==> config.mk <==
export PLATFORM = sky130hd
export DESIGN_NAME = crr_top
export DESIGN_NICKNAME = d
export VERILOG_FILES = /design/src/rtl/crr_pkg.sv /design/src/rtl/crr_evt_if.sv /design/src/rtl/crr_evt_sync.sv /design/src/rtl/crr_top.sv
export SDC_FILE = /design/constraint.sdc
export NUM_CORES = 1
export LEC_CHECK = 0
export ABC_AREA = 1
export BUFFER_PORTS_ARGS = -buffer_cell sky130_fd_sc_hd__buf_2
export CAP_MARGIN = 20
export CORE_UTILIZATION = 40
export DETAILED_ROUTE_END_ITERATION = 10
export HOLD_SLACK_MARGIN = 0.03
export PLACE_DENSITY_LB_ADDON = 0.05
export SLEW_MARGIN = 10
export SYNTH_ARGS = -nofsm -noshare
export SYNTH_HDL_FRONTEND = slang
export SYNTH_SLANG_ARGS = --single-unit
==> constraint.sdc <==
create_clock -name i_clk -period 9.3 [get_ports i_clk]
set_input_delay 1.395 -clock i_clk [delete_from_list [all_inputs] [get_ports i_clk]]
set_output_delay 1.395 -clock i_clk [all_outputs]
set_load 0.01 [all_outputs]
==> src/rtl/crr_pkg.sv <==
// Package of register map, reset values and wake-up constants
`default_nettype none
package crr_pkg;
    localparam int NREG = 22;
    localparam logic [7:0] ADDR_STEP = 8'h04;
    // Register indices; byte address is four times the index
    localparam logic [4:0] IX_TOP_U = 5'h00;
    localparam logic [4:0] IX_TOP_H = 5'h01;
    localparam logic [4:0] IX_TOP_L = 5'h02;
    localparam logic [4:0] IX_STKP = 5'h03;
    localparam logic [4:0] IX_PC_LATCH_U = 5'h04;
    localparam logic [4:0] IX_PC_LATCH_H = 5'h05;
    localparam logic [4:0] IX_PC_LOW = 5'h06;
    localparam logic [4:0] IX_TBLU = 5'h07;
    localparam logic [4:0] IX_IRQ_CTL = 5'h0D;
    localparam logic [4:0] IX_IRQ_CTL3 = 5'h0F;
    localparam logic [4:0] IX_PCU = 5'h16;
    localparam logic [4:0] IX_PCH = 5'h17;
    localparam logic [4:0] IX_EVT = 5'h18;
    localparam logic [4:0] IX_LAST = 5'h18;
    // Implemented-bit masks, index order 0..21
    localparam logic [7:0] IMPL [NREG] = '{
        8'h1F, 8'hFF, 8'hFF, 8'hDF, 8'h1F, 8'hFF, 8'hFF, 8'h3F,
        8'hFF, 8'hFF, 8'hFF, 8'hFF, 8'hFF, 8'hFF, 8'hFF, 8'hFF,
        8'h0F, 8'hFF, 8'hFF, 8'h0F, 8'hFF, 8'h0F};
    // Bits forced on power-on/brown-out resets
    localparam logic [7:0] POR_MASK [NREG] = '{
        8'h1F, 8'hFF, 8'hFF, 8'hDF, 8'h1F, 8'hFF, 8'hFF, 8'h3F,
        8'hFF, 8'hFF, 8'hFF, 8'h00, 8'h00, 8'hFE, 8'hFF, 8'hFF,
        8'h00, 8'h00, 8'h00, 8'h00, 8'h00, 8'h0F};
    // Bits forced on the other hard resets
    localparam logic [7:0] HARD_MASK [NREG] = '{
        8'h1F, 8'hFF, 8'hFF, 8'h1F, 8'h1F, 8'hFF, 8'hFF, 8'h3F,
        8'hFF, 8'hFF, 8'hFF, 8'h00, 8'h00, 8'hFE, 8'hFF, 8'hFF,
        8'h00, 8'h00, 8'h00, 8'h00, 8'h00, 8'h0F};
    localparam logic [7:0] RST_VAL [NREG] = '{
        8'h00, 8'h00, 8'h00, 8'h00, 8'h00, 8'h00, 8'h00, 8'h00,
        8'h00, 8'h00, 8'h00, 8'h00, 8'h00, 8'h00, 8'hFF, 8'hC0,
        8'h00, 8'h00, 8'h00, 8'h00, 8'h00, 8'h00};
    localparam logic [20:0] VEC_HIGH = 21'h000008;
    localparam logic [20:0] VEC_LOW = 21'h000018;
    localparam logic [20:0] PC_STEP = 21'h000002;
    localparam logic [4:0] STK_MAX = 5'h1F;
    localparam int STK_FULL_BIT = 7;
    localparam int IRQ_EN_HIGH_BIT = 7;
    localparam int IRQ_EN_LOW_BIT = 6;
    // Flag bits set by a wake-up event
    localparam int WDT_FLAG_BIT = 2;
    localparam int IRQ_FLAG_BIT = 1;
    localparam logic [1:0] RESP_OKAY = 2'b00;
    localparam logic [1:0] RESP_SLVERR = 2'b10;
    typedef enum logic [2:0] {
        EV_NONE = 3'h0, EV_POR = 3'h1, EV_HARD = 3'h3,
        EV_WAKE_WDT = 3'h2, EV_WAKE_IRQ = 3'h6
    } crr_event_t;
endpackage : crr_pkg
`default_nettype wire

==> src/rtl/crr_evt_if.sv <==
// Interface carrying reset and wake-up events to the register bank
`timescale 1ns/1ps
`default_nettype none
interface crr_evt_if;
    crr_pkg::crr_event_t kind;
    logic high_prio;
    modport src (output kind, output high_prio);
    modport dst (input kind, input high_prio);
endinterface : crr_evt_if
`default_nettype wire

==> src/rtl/crr_evt_sync.sv <==
// Synchronises reset-type and wake-up pins into one-cycle events
`timescale 1ns/1ps
`default_nettype none
module crr_evt_sync (
    // Clock and reset
    input wire logic i_clk,
    input wire logic i_rst_n,
    // Raw event levels from the reset unit
    input wire logic i_por,
    input wire logic i_hard,
    input wire logic i_wake_wdt,
    input wire logic i_wake_irq,
    input wire logic i_irq_high,
    // Event out
    crr_evt_if.src evt
);
    logic [4:0] s1;
    logic [4:0] s2;
    logic [4:0] s3;
    wire [4:0] rise = s2 & ~s3;
    always_ff @(posedge i_clk or negedge i_rst_n) begin
        if (!i_rst_n) begin
            s1 <= 5'h00;
            s2 <= 5'h00;
            s3 <= 5'h00;
        end else begin
            s1 <= {i_irq_high, i_wake_irq, i_wake_wdt, i_hard, i_por};
            s2 <= s1;
            s3 <= s2;
        end
    end
    // Priority: power-on over hard reset over wake-ups
    always_comb begin
        if (rise[0]) evt.kind = crr_pkg::EV_POR;
        else if (rise[1]) evt.kind = crr_pkg::EV_HARD;
        else if (rise[3]) evt.kind = crr_pkg::EV_WAKE_IRQ;
        else if (rise[2]) evt.kind = crr_pkg::EV_WAKE_WDT;
        else evt.kind = crr_pkg::EV_NONE;
    end
    assign evt.high_prio = s2[4];
endmodule : crr_evt_sync
`default_nettype wire

==> src/rtl/crr_top.sv <==
// Core special-register bank with reset and wake-up initialisation
//
// Our own choices: the register addresses and register access over AXI4-Lite.
`timescale 1ns/1ps
`default_nettype none
module crr_top (
    // Clock and reset
    input wire logic i_clk,
    input wire logic i_rst_n,
    // Reset unit and wake-up pins
    input wire logic i_por,
    input wire logic i_hard,
    input wire logic i_wake_wdt,
    input wire logic i_wake_irq,
    input wire logic i_irq_high,
    // AXI4-Lite write
    input wire logic [7:0] i_awaddr,
    input wire logic i_awvalid,
    output logic o_awready,
    input wire logic [31:0] i_wdata,
    input wire logic [3:0] i_wstrb,
    input wire logic i_wvalid,
    output logic o_wready,
    output logic [1:0] o_bresp,
    output logic o_bvalid,
    input wire logic i_bready,
    // AXI4-Lite read
    input wire logic [7:0] i_araddr,
    input wire logic i_arvalid,
    output logic o_arready,
    output logic [31:0] o_rdata,
    output logic [1:0] o_rresp,
    output logic o_rvalid,
    input wire logic i_rready,
    // Status
    output logic o_wake_done
);
    logic rs1;
    logic rst_n;
    always_ff @(posedge i_clk or negedge i_rst_n) begin
        if (!i_rst_n) begin
            rs1 <= 1'b0;
            rst_n <= 1'b0;
        end else begin
            rs1 <= 1'b1;
            rst_n <= rs1;
        end
    end

    crr_evt_if evt ();
    crr_evt_sync u_sync (
        .i_clk(i_clk),
        .i_rst_n(rst_n),
        .i_por(i_por),
        .i_hard(i_hard),
        .i_wake_wdt(i_wake_wdt),
        .i_wake_irq(i_wake_irq),
        .i_irq_high(i_irq_high),
        .evt(evt)
    );

    // Bank: 22 core registers plus PC upper/high bytes
    logic [7:0] regs [crr_pkg::NREG];
    logic [7:0] pcu;
    logic [7:0] pch;
    logic [2:0] evt_last;

    function automatic logic [4:0] idx_of(input logic [7:0] a);
        idx_of = a[6:2];
    endfunction : idx_of

    // Aligned, inside the map and below the upper half of the address space
    function automatic logic map_ok(input logic [7:0] a);
        map_ok = idx_of(a) <= crr_pkg::IX_LAST && a[1:0] == 2'b00 &&
            a[7] == 1'b0;
    endfunction : map_ok

    function automatic logic [7:0] rd_reg(input logic [4:0] i,
        input logic [7:0] r);
        if (i < 5'(crr_pkg::NREG)) rd_reg = r & crr_pkg::IMPL[i];
        else rd_reg = 8'h00;
    endfunction : rd_reg

    wire [20:0] pc = {pcu[4:0], pch, regs[crr_pkg::IX_PC_LOW]};
    wire gie = regs[crr_pkg::IX_IRQ_CTL][crr_pkg::IRQ_EN_HIGH_BIT] |
        regs[crr_pkg::IX_IRQ_CTL][crr_pkg::IRQ_EN_LOW_BIT];
    wire is_irq = evt.kind == crr_pkg::EV_WAKE_IRQ;
    wire is_wdt = evt.kind == crr_pkg::EV_WAKE_WDT;
    wire vec_go = is_irq && gie;
    wire [20:0] vec = evt.high_prio ? crr_pkg::VEC_HIGH : crr_pkg::VEC_LOW;
    wire [20:0] pc_wake = vec_go ? vec : pc + crr_pkg::PC_STEP;
    wire [4:0] sp = regs[crr_pkg::IX_STKP][4:0];
    wire sp_full = sp == crr_pkg::STK_MAX;
    wire [4:0] sp_next = sp_full ? sp : sp + 5'h01;

    // Write channel: take address and data in either order
    logic aw_held;
    logic w_held;
    logic [7:0] aw_q;
    logic [31:0] w_q;
    logic [3:0] ws_q;
    wire [7:0] aw_now = aw_held ? aw_q : i_awaddr;
    wire [31:0] w_now = w_held ? w_q : i_wdata;
    wire [3:0] ws_now = w_held ? ws_q : i_wstrb;
    wire aw_ok = aw_held | (i_awvalid & o_awready);
    wire w_ok = w_held | (i_wvalid & o_wready);
    wire wr_fire = aw_ok & w_ok & ~o_bvalid;
    wire [4:0] wi = idx_of(aw_now);
    wire wr_map = map_ok(aw_now);
    wire wr_do = wr_fire & wr_map & ws_now[0];

    always_ff @(posedge i_clk or negedge rst_n) begin
        if (!rst_n) begin
            aw_held <= 1'b0;
            w_held <= 1'b0;
            aw_q <= 8'h00;
            w_q <= 32'h0000_0000;
            ws_q <= 4'h0;
            o_awready <= 1'b0;
            o_wready <= 1'b0;
            o_bvalid <= 1'b0;
            o_bresp <= crr_pkg::RESP_OKAY;
        end else begin
            o_awready <= ~aw_ok & ~o_bvalid & ~(i_awvalid & o_awready);
            o_wready <= ~w_ok & ~o_bvalid & ~(i_wvalid & o_wready);
            if (i_awvalid & o_awready) begin
                aw_held <= 1'b1;
                aw_q <= i_awaddr;
            end
            if (i_wvalid & o_wready) begin
                w_held <= 1'b1;
                w_q <= i_wdata;
                ws_q <= i_wstrb;
            end
            if (wr_fire) begin
                aw_held <= 1'b0;
                w_held <= 1'b0;
                o_awready <= 1'b0;
                o_wready <= 1'b0;
                o_bvalid <= 1'b1;
                o_bresp <= wr_map ? crr_pkg::RESP_OKAY : crr_pkg::RESP_SLVERR;
            end else if (o_bvalid & i_bready) begin
                o_bvalid <= 1'b0;
            end
        end
    end

    // Register update: reset events over wake-up over software writes
    always_ff @(posedge i_clk or negedge rst_n) begin
        if (!rst_n) begin
            for (int i = 0; i < crr_pkg::NREG; i++) begin
                regs[i] <= crr_pkg::RST_VAL[i];
            end
            pcu <= 8'h00;
            pch <= 8'h00;
        end else if (evt.kind == crr_pkg::EV_POR) begin
            for (int i = 0; i < crr_pkg::NREG; i++) begin
                regs[i] <= (regs[i] & ~crr_pkg::POR_MASK[i]) |
                    (crr_pkg::RST_VAL[i] & crr_pkg::POR_MASK[i]);
            end
            pcu <= 8'h00;
            pch <= 8'h00;
        end else if (evt.kind == crr_pkg::EV_HARD) begin
            for (int i = 0; i < crr_pkg::NREG; i++) begin
                regs[i] <= (regs[i] & ~crr_pkg::HARD_MASK[i]) |
                    (crr_pkg::RST_VAL[i] & crr_pkg::HARD_MASK[i]);
            end
            pcu <= 8'h00;
            pch <= 8'h00;
        end else if (is_irq | is_wdt) begin
            // Only PC, stack and one flag move; the rest is held
            if (vec_go) begin
                regs[crr_pkg::IX_TOP_U] <= {3'h0, pc[20:16]};
                regs[crr_pkg::IX_TOP_H] <= pc[15:8];
                regs[crr_pkg::IX_TOP_L] <= pc[7:0];
                regs[crr_pkg::IX_STKP] <= {sp_full,
                    regs[crr_pkg::IX_STKP][6:5], sp_next};
            end
            pcu <= {3'h0, pc_wake[20:16]};
            pch <= pc_wake[15:8];
            regs[crr_pkg::IX_PC_LOW] <= pc_wake[7:0];
            regs[crr_pkg::IX_IRQ_CTL][is_irq ? crr_pkg::IRQ_FLAG_BIT :
                crr_pkg::WDT_FLAG_BIT] <= 1'b1;
        end else if (wr_do) begin
            if (wi == crr_pkg::IX_PCU) pcu <= w_now[7:0] & 8'h1F;
            else if (wi == crr_pkg::IX_PCH) pch <= w_now[7:0];
            else if (wi < 5'(crr_pkg::NREG))
                regs[wi] <= w_now[7:0] & crr_pkg::IMPL[wi];
        end
    end

    // Last event seen, readable by software
    always_ff @(posedge i_clk or negedge rst_n) begin
        if (!rst_n) begin
            evt_last <= 3'h0;
            o_wake_done <= 1'b0;
        end else begin
            if (evt.kind != crr_pkg::EV_NONE) evt_last <= evt.kind;
            o_wake_done <= is_irq | is_wdt;
        end
    end

    // Read channel: one outstanding read, answered one cycle after address
    wire [4:0] ri = idx_of(i_araddr);
    wire rd_map = map_ok(i_araddr);
    wire [7:0] rd_val = ri == crr_pkg::IX_PCU ? pcu :
        ri == crr_pkg::IX_PCH ? pch :
        ri == crr_pkg::IX_EVT ? {5'h00, evt_last} :
        rd_reg(ri, regs[ri < 5'(crr_pkg::NREG) ? ri : 5'h00]);
    always_ff @(posedge i_clk or negedge rst_n) begin
        if (!rst_n) begin
            o_arready <= 1'b0;
            o_rvalid <= 1'b0;
            o_rdata <= 32'h0000_0000;
            o_rresp <= crr_pkg::RESP_OKAY;
        end else begin
            o_arready <= ~o_rvalid & ~(i_arvalid & o_arready);
            if (i_arvalid & o_arready) begin
                o_arready <= 1'b0;
                o_rvalid <= 1'b1;
                o_rdata <= rd_map ? {24'h000000, rd_val} : 32'h0000_0000;
                o_rresp <= rd_map ? crr_pkg::RESP_OKAY : crr_pkg::RESP_SLVERR;
            end else if (o_rvalid & i_rready) begin
                o_rvalid <= 1'b0;
            end
        end
    end
endmodule : crr_top
`default_nettype wire

# ---- Yosys cells after proc, flatten, opt, wreduce, memory -nomap -nowiden
# Memory sizes are Yosys's and may differ from the RTL's.
# Index checks and enable logic that the tools add are counted.
dict set report classes {
  n_addsub 2
  n_mul 0
  div_mod_pow 0
  magnitude_cmp 10
  eq_ne 27
  shifts 0
  mux 66
  bitwise_logic 40
  n_reduce_logical 37
}
# cell count
set op_table {}
lappend op_table {{176-bit two-way mux} 4}
lappend op_table {{173-bit two-way mux} 2}
lappend op_table {{8-bit two-way mux} 27}
lappend op_table {{176-bit bitwise mux} 1}
lappend op_table {{32-bit two-way mux} 2}
lappend op_table {{64-bit two-way mux} 1}
lappend op_table {{48-bit two-way mux} 1}
lappend op_table {{8-bit binary-select mux with 5-bit select} 1}
lappend op_table {{8-bit demux with 5-bit select} 1}
lappend op_table {{5-bit equality test, second input constant} 6}
lappend op_table {{6-bit AND reduction} 4}
lappend op_table {{21-bit by 2-bit adder with 21-bit output, second input constant} 1}
lappend op_table {{21-bit two-way mux} 1}
lappend op_table {{6-bit greater-or-equal comparator, second input constant} 3}
lappend op_table {{3-bit inequality test, second input constant} 6}
lappend op_table {{5-bit inverter with 6-bit output} 3}
lappend op_table {{8-bit bitwise AND} 2}
lappend op_table {{16-bit two-way mux} 1}
lappend op_table {{4-bit inequality test, second input constant} 4}
lappend op_table {{2-bit nonzero test} 8}
lappend op_table {{4-bit nonzero test} 4}
lappend op_table {{5-bit two-way mux} 3}
lappend op_table {{3-bit nonzero test} 5}
lappend op_table {{1-bit bitwise AND} 14}
lappend op_table {{other kinds (26)} 77}
dict set report totals {
  register_bits 272
  latchBits 0
  ram_bits 0
  romBits 512
  in_bits 64
  out_inout_bits 42
  elab_cells 236
  mem_count 2
}
# name depth width rd rd_ports_with_merged_regs write_ports line
set mem_list {}
lappend mem_list {{(no name shown)} 32 8 1 0 0 crr_top.sv:188} ;# regs[wi] <= w_now[7:0] & crr_pkg::IMPL[wi];
lappend mem_list {{(no name shown)} 32 8 1 0 0 crr_top.sv:80} ;# if (i < 5'(crr_pkg::NREG)) rd_reg = r & crr_pkg::IMPL[i];

# ---- Longest topological paths before layout
dict set report depth {
  depth_word 16
  ltp_mapped 19
  ltp_nobuf 16
}

# ---- Modules after synthesis
# From an unflattened synthesis, not the netlist that was laid out.
dict set report hier_totals {
  hier_cells 1766
  area_unflattened_um2 13336.5
}
# mod n_inst cells_each area_per_inst_um2 seq_area_each_um2
set modules_own_cells {}
lappend modules_own_cells {crr_top 1 1739 12918.6 5743.0}
lappend modules_own_cells {crr_evt_sync 1 27 417.9 350.3}

# ---- Worst setup path before layout
# Ideal clock, no wire load.
dict set report synth_timing {
  path_type {in2reg}
  start {input i_awaddr[2]}
  end {register regs[144] in the netlist's numbering}
  setup_ns 0.116
  arrival_ns 3.249
  required_time_ns 9.184
  setup_slack_ns 5.935
  stages 17
  n_path_buf 1
  cell_sequence {inv_1 o21ai_0 inv_1 ha_1 nand2_2 nand2_1 nand2_2 nor3_4 nand3_4 inv_2 buf_6 nand2_1 nand2_1 nor2_4 clkinv_2 nand2_1 nand2_1}
}
dict set report synth_between {
  elab_chain_len 14
  elab_cells_between_ends 32
  cone_classes {order compare: 4; eq/ne: 4; mux: 13; bitwise: 4; reduce/logical: 6; memory: 1}
}
# item line
set synth_rtl {}
lappend synth_rtl {{from (decl)} crr_top.sv:17} ;# input wire logic [7:0] i_awaddr,
lappend synth_rtl {{8-bit two-way mux (*)} crr_top.sv:102} ;# wire [7:0] aw_now = aw_held ? aw_q : i_awaddr;
lappend synth_rtl {{5-bit inverter with 6-bit output (implied by the code)} crr_top.sv:188}
lappend synth_rtl {{memory 32 x 8 bit, or another cell as far along} --}
lappend synth_rtl {{8-bit two-way mux (implied by the code) / 1-bit logical AND (equally long branches)} crr_top.sv:188}
lappend synth_rtl {{8-bit two-way mux (implied by the code)} crr_top.sv:188}
lappend synth_rtl {{8-bit bitwise AND / 8-bit demux with 5-bit select (equally long branches)} crr_top.sv:188}
lappend synth_rtl {{176-bit bitwise mux} crr_top.sv:188}
lappend synth_rtl {{176-bit two-way mux} crr_top.sv:187} ;# else if (wi < 5'(crr_pkg::NREG))
lappend synth_rtl {{176-bit two-way mux} crr_top.sv:186} ;# else if (wi == crr_pkg::IX_PCH) pch <= w_now[7:0];
lappend synth_rtl {{176-bit two-way mux} crr_top.sv:185} ;# if (wi == crr_pkg::IX_PCU) pcu <= w_now[7:0] & 8'h1F;
lappend synth_rtl {{176-bit two-way mux} crr_top.sv:184} ;# end else if (wr_do) begin
lappend synth_rtl {{32-bit two-way mux} crr_top.sv:170} ;# end else if (is_irq | is_wdt) begin
lappend synth_rtl {{173-bit two-way mux} crr_top.sv:163} ;# end else if (evt.kind == crr_pkg::EV_HARD) begin
lappend synth_rtl {{173-bit two-way mux} crr_top.sv:156} ;# end else if (evt.kind == crr_pkg::EV_POR) begin
lappend synth_rtl {{to (signal, indexed assignment)} crr_top.sv:158} ;# regs[i] <= (regs[i] & ~crr_pkg::POR_MASK[i]) |
lappend synth_rtl {{to (signal, indexed assignment)} crr_top.sv:165} ;# regs[i] <= (regs[i] & ~crr_pkg::HARD_MASK[i]) |
lappend synth_rtl {{to (signal, indexed assignment)} crr_top.sv:173} ;# regs[crr_pkg::IX_TOP_U] <= {3'h0, pc[20:16]};
lappend synth_rtl {{to (decl)} crr_top.sv:63} ;# logic [7:0] regs [crr_pkg::NREG];
# Every way passes the cells marked *; elsewhere a longest branch is shown, timed or not. The select of a mux whose other input is x is not followed.
# A chain may end at the register's enable or synchronous reset.

# ---- Worst setup path after layout
dict set report layout_timing {
  start {input i_awaddr[2]}
  end {register regs[80] in the netlist's numbering}
}
dict set report layout_between {
  elab_chain_len 7
  elab_cells_between_ends 23
  cone_classes {order compare: 4; eq/ne: 2; mux: 6; bitwise: 6; reduce/logical: 4; memory: 1}
}
# item line
set layout_rtl {}
lappend layout_rtl {{8-bit two-way mux (*)} crr_top.sv:102}
lappend layout_rtl {{5-bit inverter with 6-bit output (implied by the code) / 5-bit less-or-equal comparator (equally long branches)} {crr_top.sv:188, crr_top.sv:74}}
lappend layout_rtl {{memory 32 x 8 bit, or another cell as far along} --}
lappend layout_rtl {{8-bit two-way mux (implied by the code), or another cell as far along} crr_top.sv:188}
lappend layout_rtl {{8-bit two-way mux (implied by the code) / 1-bit bitwise AND (equally long branches)} {crr_top.sv:188, crr_top.sv:110}}
lappend layout_rtl {{8-bit bitwise AND, or another cell as far along} crr_top.sv:188}
lappend layout_rtl {{176-bit bitwise mux / 7-bit AND reduction (equally long branches)} --}
lappend layout_rtl {{to (signal, indexed assignment)} crr_top.sv:176} ;# regs[crr_pkg::IX_STKP] <= {sp_full,
lappend layout_rtl {{to (signal, indexed assignment)} crr_top.sv:181} ;# regs[crr_pkg::IX_PC_LOW] <= pc_wake[7:0];
lappend layout_rtl {{to (signal, indexed assignment)} crr_top.sv:188}
# Marks and branches as above.

==> run summary <==
overall routing resource usage: 28.2%
post-layout min period: 4.00 ns
Synth top area share: 43.7%
RD Place Congestion: 0.944
core area: 0.0327 mm²
VDD IR-drop max: 184 µV
endpoint class of the critical path: flip-flop
CP startpoint kind: input port
Max Cap Viol: 0
final WL: 46200 µm
IO Count: 106
first-pass GRT wire length: 71600 µm
layout overhead on the synthesized area: 11.3%
synth unique cells: 48
area of the die: 0.0341 mm²
Routed WL per cell: 20.1 µm
DRT Pass-1 Iters: 5
Seq pwr share: 37.5%
met2 wire len: 19800 µm
Starting Density: 40.8%
Synth Cell Area: 0.0133 mm²
Ys Warns: 0
H-tree depth: 1
Psw: 0.00124 W
r2r startpoint: u_sync.s3[0]
cts hold-fix bufs: 0
critical path cell sequence: buf_2 > inv_1 > o21ai_0 > inv_1 > ha_1 > nand2_2 > nand2_1 > nand2_2 > nor3_4 > nand3_4 > inv_2 > nand3_1 > o21ai_0
power per cell area: 222 mW/mm²
Cell Area, Placed: 0.0139 mm²
clk_lat worst skew: 0.57 ns
CTS buffer count: 28
ys flop type: dfrtp_1
final hold vios: 0
status: completed
Max-slew headroom: 24.2%
Avg Synthesized Cell Area: 7.43 µm²
Placed Instances: 2241
r2r setup slk: 5.45 ns
sw frac: 37.5%
crit-path max FO: 16
Post-synth EDFFs: 0
final core occ: 45.4%
top cells by area, synth: dfrtp_1 (44%), nand2_1 (16%), o21ai_0 (5.9%)
clock sinks: 243
vias in the first global route: 11775
max incr delay on CP: 0.52 ns
Final Non-Filler Cells: 2293
Reg clk slew, reported paths: 0.06 ns
Row Count: 66
number of diodes: 0
total power: 0.00329 W
async set-or-reset flop fraction in the synthesized netlist: 100%
Resized cells post-CTS: 0
cells after synthesis: 1797
top routing layer used: met4
FMAX: 250 MHz
post-route cell area: 0.0149 mm²
leakage: 7.21 nW
register bit total from synthesis: 243
Residual DRC: 0
unrepaired setup endpoints after global routing: no
Worst Hold Class: reg2async
largest net degree at the start of global routing: 72
R2R depth: 11
Data arrival, critical path: 4.47 ns
setup tns final: 0 ns
HPWL after detailed placement: 32400 µm
root buffer cell: clkbuf_16
wl on met1: 21100 µm
register area share after synthesis: 45.7%
Setup Fix Bufs, Post-CTS: 0
top-count cell post-synth: nand2_1
share of cells above drive strength 1: 10.5%
RR Endpoint: pc[2]
max-slew violations: 0
CTS tree: built
post-synth top area cell: dfrtp_1
Die Wd: 185 µm
CTS Buffer Depth: 3
Tcrit/Tclk final: 43.0%
antenna violations before repair: 0
critical path class: in2reg
Req. time, crit path: 9.77 ns
via/cell ratio: 5.31
ANT nets after route: 0
IO buf count: 52
Worst path slowest cell: nand3_1
Comb power frac: 27.2%
Die Span Y: 185 µm
Iteration-0 DRC Markers: 1236
commonest cells in the netlist: nand2_1 (586), dfrtp_1 (233), inv_1 (194), o21ai_0 (157), nand3_1 (136)
CP Launch Point: i_awaddr[2]
via count: 12165
Final nets: 1903
Int Pwr: 0.00206 W
Final setup viols: 0
GRT Residual Overflow: 0
Met3 Routed Length: 3160 µm
actual slew at the worst max-slew pin: 1.14 ns
Clk network pwr share: 35.2%
clock skew: 0.0153 ns
[registers in the layout, summed over array words and instances, names as in the netlist, 3 cells and up]
signal and cells:
pcu 5, pch 8, pc 8, w_q 8, u_sync.s3 4, u_sync.s1 5, evt_last 3, regs 168
o_rdata 8, aw_q 8, u_sync.s2 5
[layout make-up]
type                            count  area [µm²]
Inverter                          199         748
Tap cell                          442         553
Timing Repair Buffer               72         418
Clock inverter                     12         138
Fill cell                        3417       17800
Clock buffer                       39         823
Sequential cell                   243        6100
Multi-Input combinational cell   1286        6080
[power groups by stage]
stage / clock [W] / combinational [W] / sequential [W]
floorplan: 0 / 0.000526 / 0.00124
global placement: 0 / 0.000869 / 0.00125
detailed placement: 0 / 0.000871 / 0.00125
CTS: 0.00118 / 0.000874 / 0.00124
global route: 0.00122 / 0.000972 / 0.00125
finish: 0.00116 / 0.000896 / 0.00124
[per-layer routing]
| metal | global-route usage, % | vias to the layer above |
|---|---|---|
| met5 | 0 | - |
| met4 | 11.8 | 0 |
| met3 | 5.47 | 92 |
| met2 | 42.7 | 423 |
| met1 | 39.1 | 5803 |
| li1 | - | 5847 |
[how the worst max path moves through the flow]
stage                     endpoint  slack [ns]
after global placement    regs[94]        4.45
after CTS                 regs[94]        4.98
after detailed placement  regs[94]        4.36
after floorplan            aw_held        2.04
final                     regs[80]        5.30
after global routing      regs[83]        5.04
[cells in the final DEF, fill, tap and decap left out, types with 3 or more instances in the layout]
cell type  Yosys  layout
xor2_1         6       6
o211ai_1      19      19
nor4_1         4       4
buf_2         18      52
o31ai_1       11      11
dfstp_2       10      10
nand3_1      136     135
o21ai_0      157     154
nand3_4        4       5
nand2_1      586     586
o21ai_1       19      20
clkbuf_8       0       6
bufinv_16      0       3
o22ai_1       35      35
dfrtp_1      233     232
a31oi_1        4       4
a21oi_1       39      39
ha_1           9       9
nand4_1       37      37
nor2_4         6       6
nor3_1         9       9
nor2_1       117     116
buf_4         27      19
nor2_2         5       6
or2_2          6       6
conb_1         2      27
clkbuf_1      34       4
clkbuf_16      0      29
clkinv_2       1       9
o21ai_2       24      26
inv_1        194     194
nand2_2        9       9
[worst max-delay path, delay by kind of cell]
| kind | cells | cell delay [ns] |
|---|---|---|
| AO/OA/AOI/OAI | 2 | 0.54 |
| adder cells (fa/ha/maj) | 1 | 0.34 |
| buffers and inverters | 4 | 0.71 |
| AND/OR/NAND/NOR | 6 | 1.46 |
[metrics by stage]
step	hold WS [ns]	setup WS (ns)
finish	0.332	5.30
global placement	0.332	4.45
detailed placement	0.336	4.36
global route	0.352	5.04
floorplan	0.331	2.04
CTS	0.349	4.98
[kinds of logic after synthesis]
| logic type | count (synthesis) | synth area share, % |
|---|---|---|
| AO/OA/AOI/OAI | 317 | 13.8 |
| XOR/XNOR | 7 | 0.459 |
| adder cells (fa/ha/maj) | 9 | 0.844 |
| buffers and inverters | 293 | 9.64 |
| flip-flops | 243 | 45.7 |
| multiplexers | 1 | 0.0844 |
| other | 2 | 0.0563 |
| AND/OR/NAND/NOR | 925 | 29.5 |
Power figures use the tool's default switching activity.
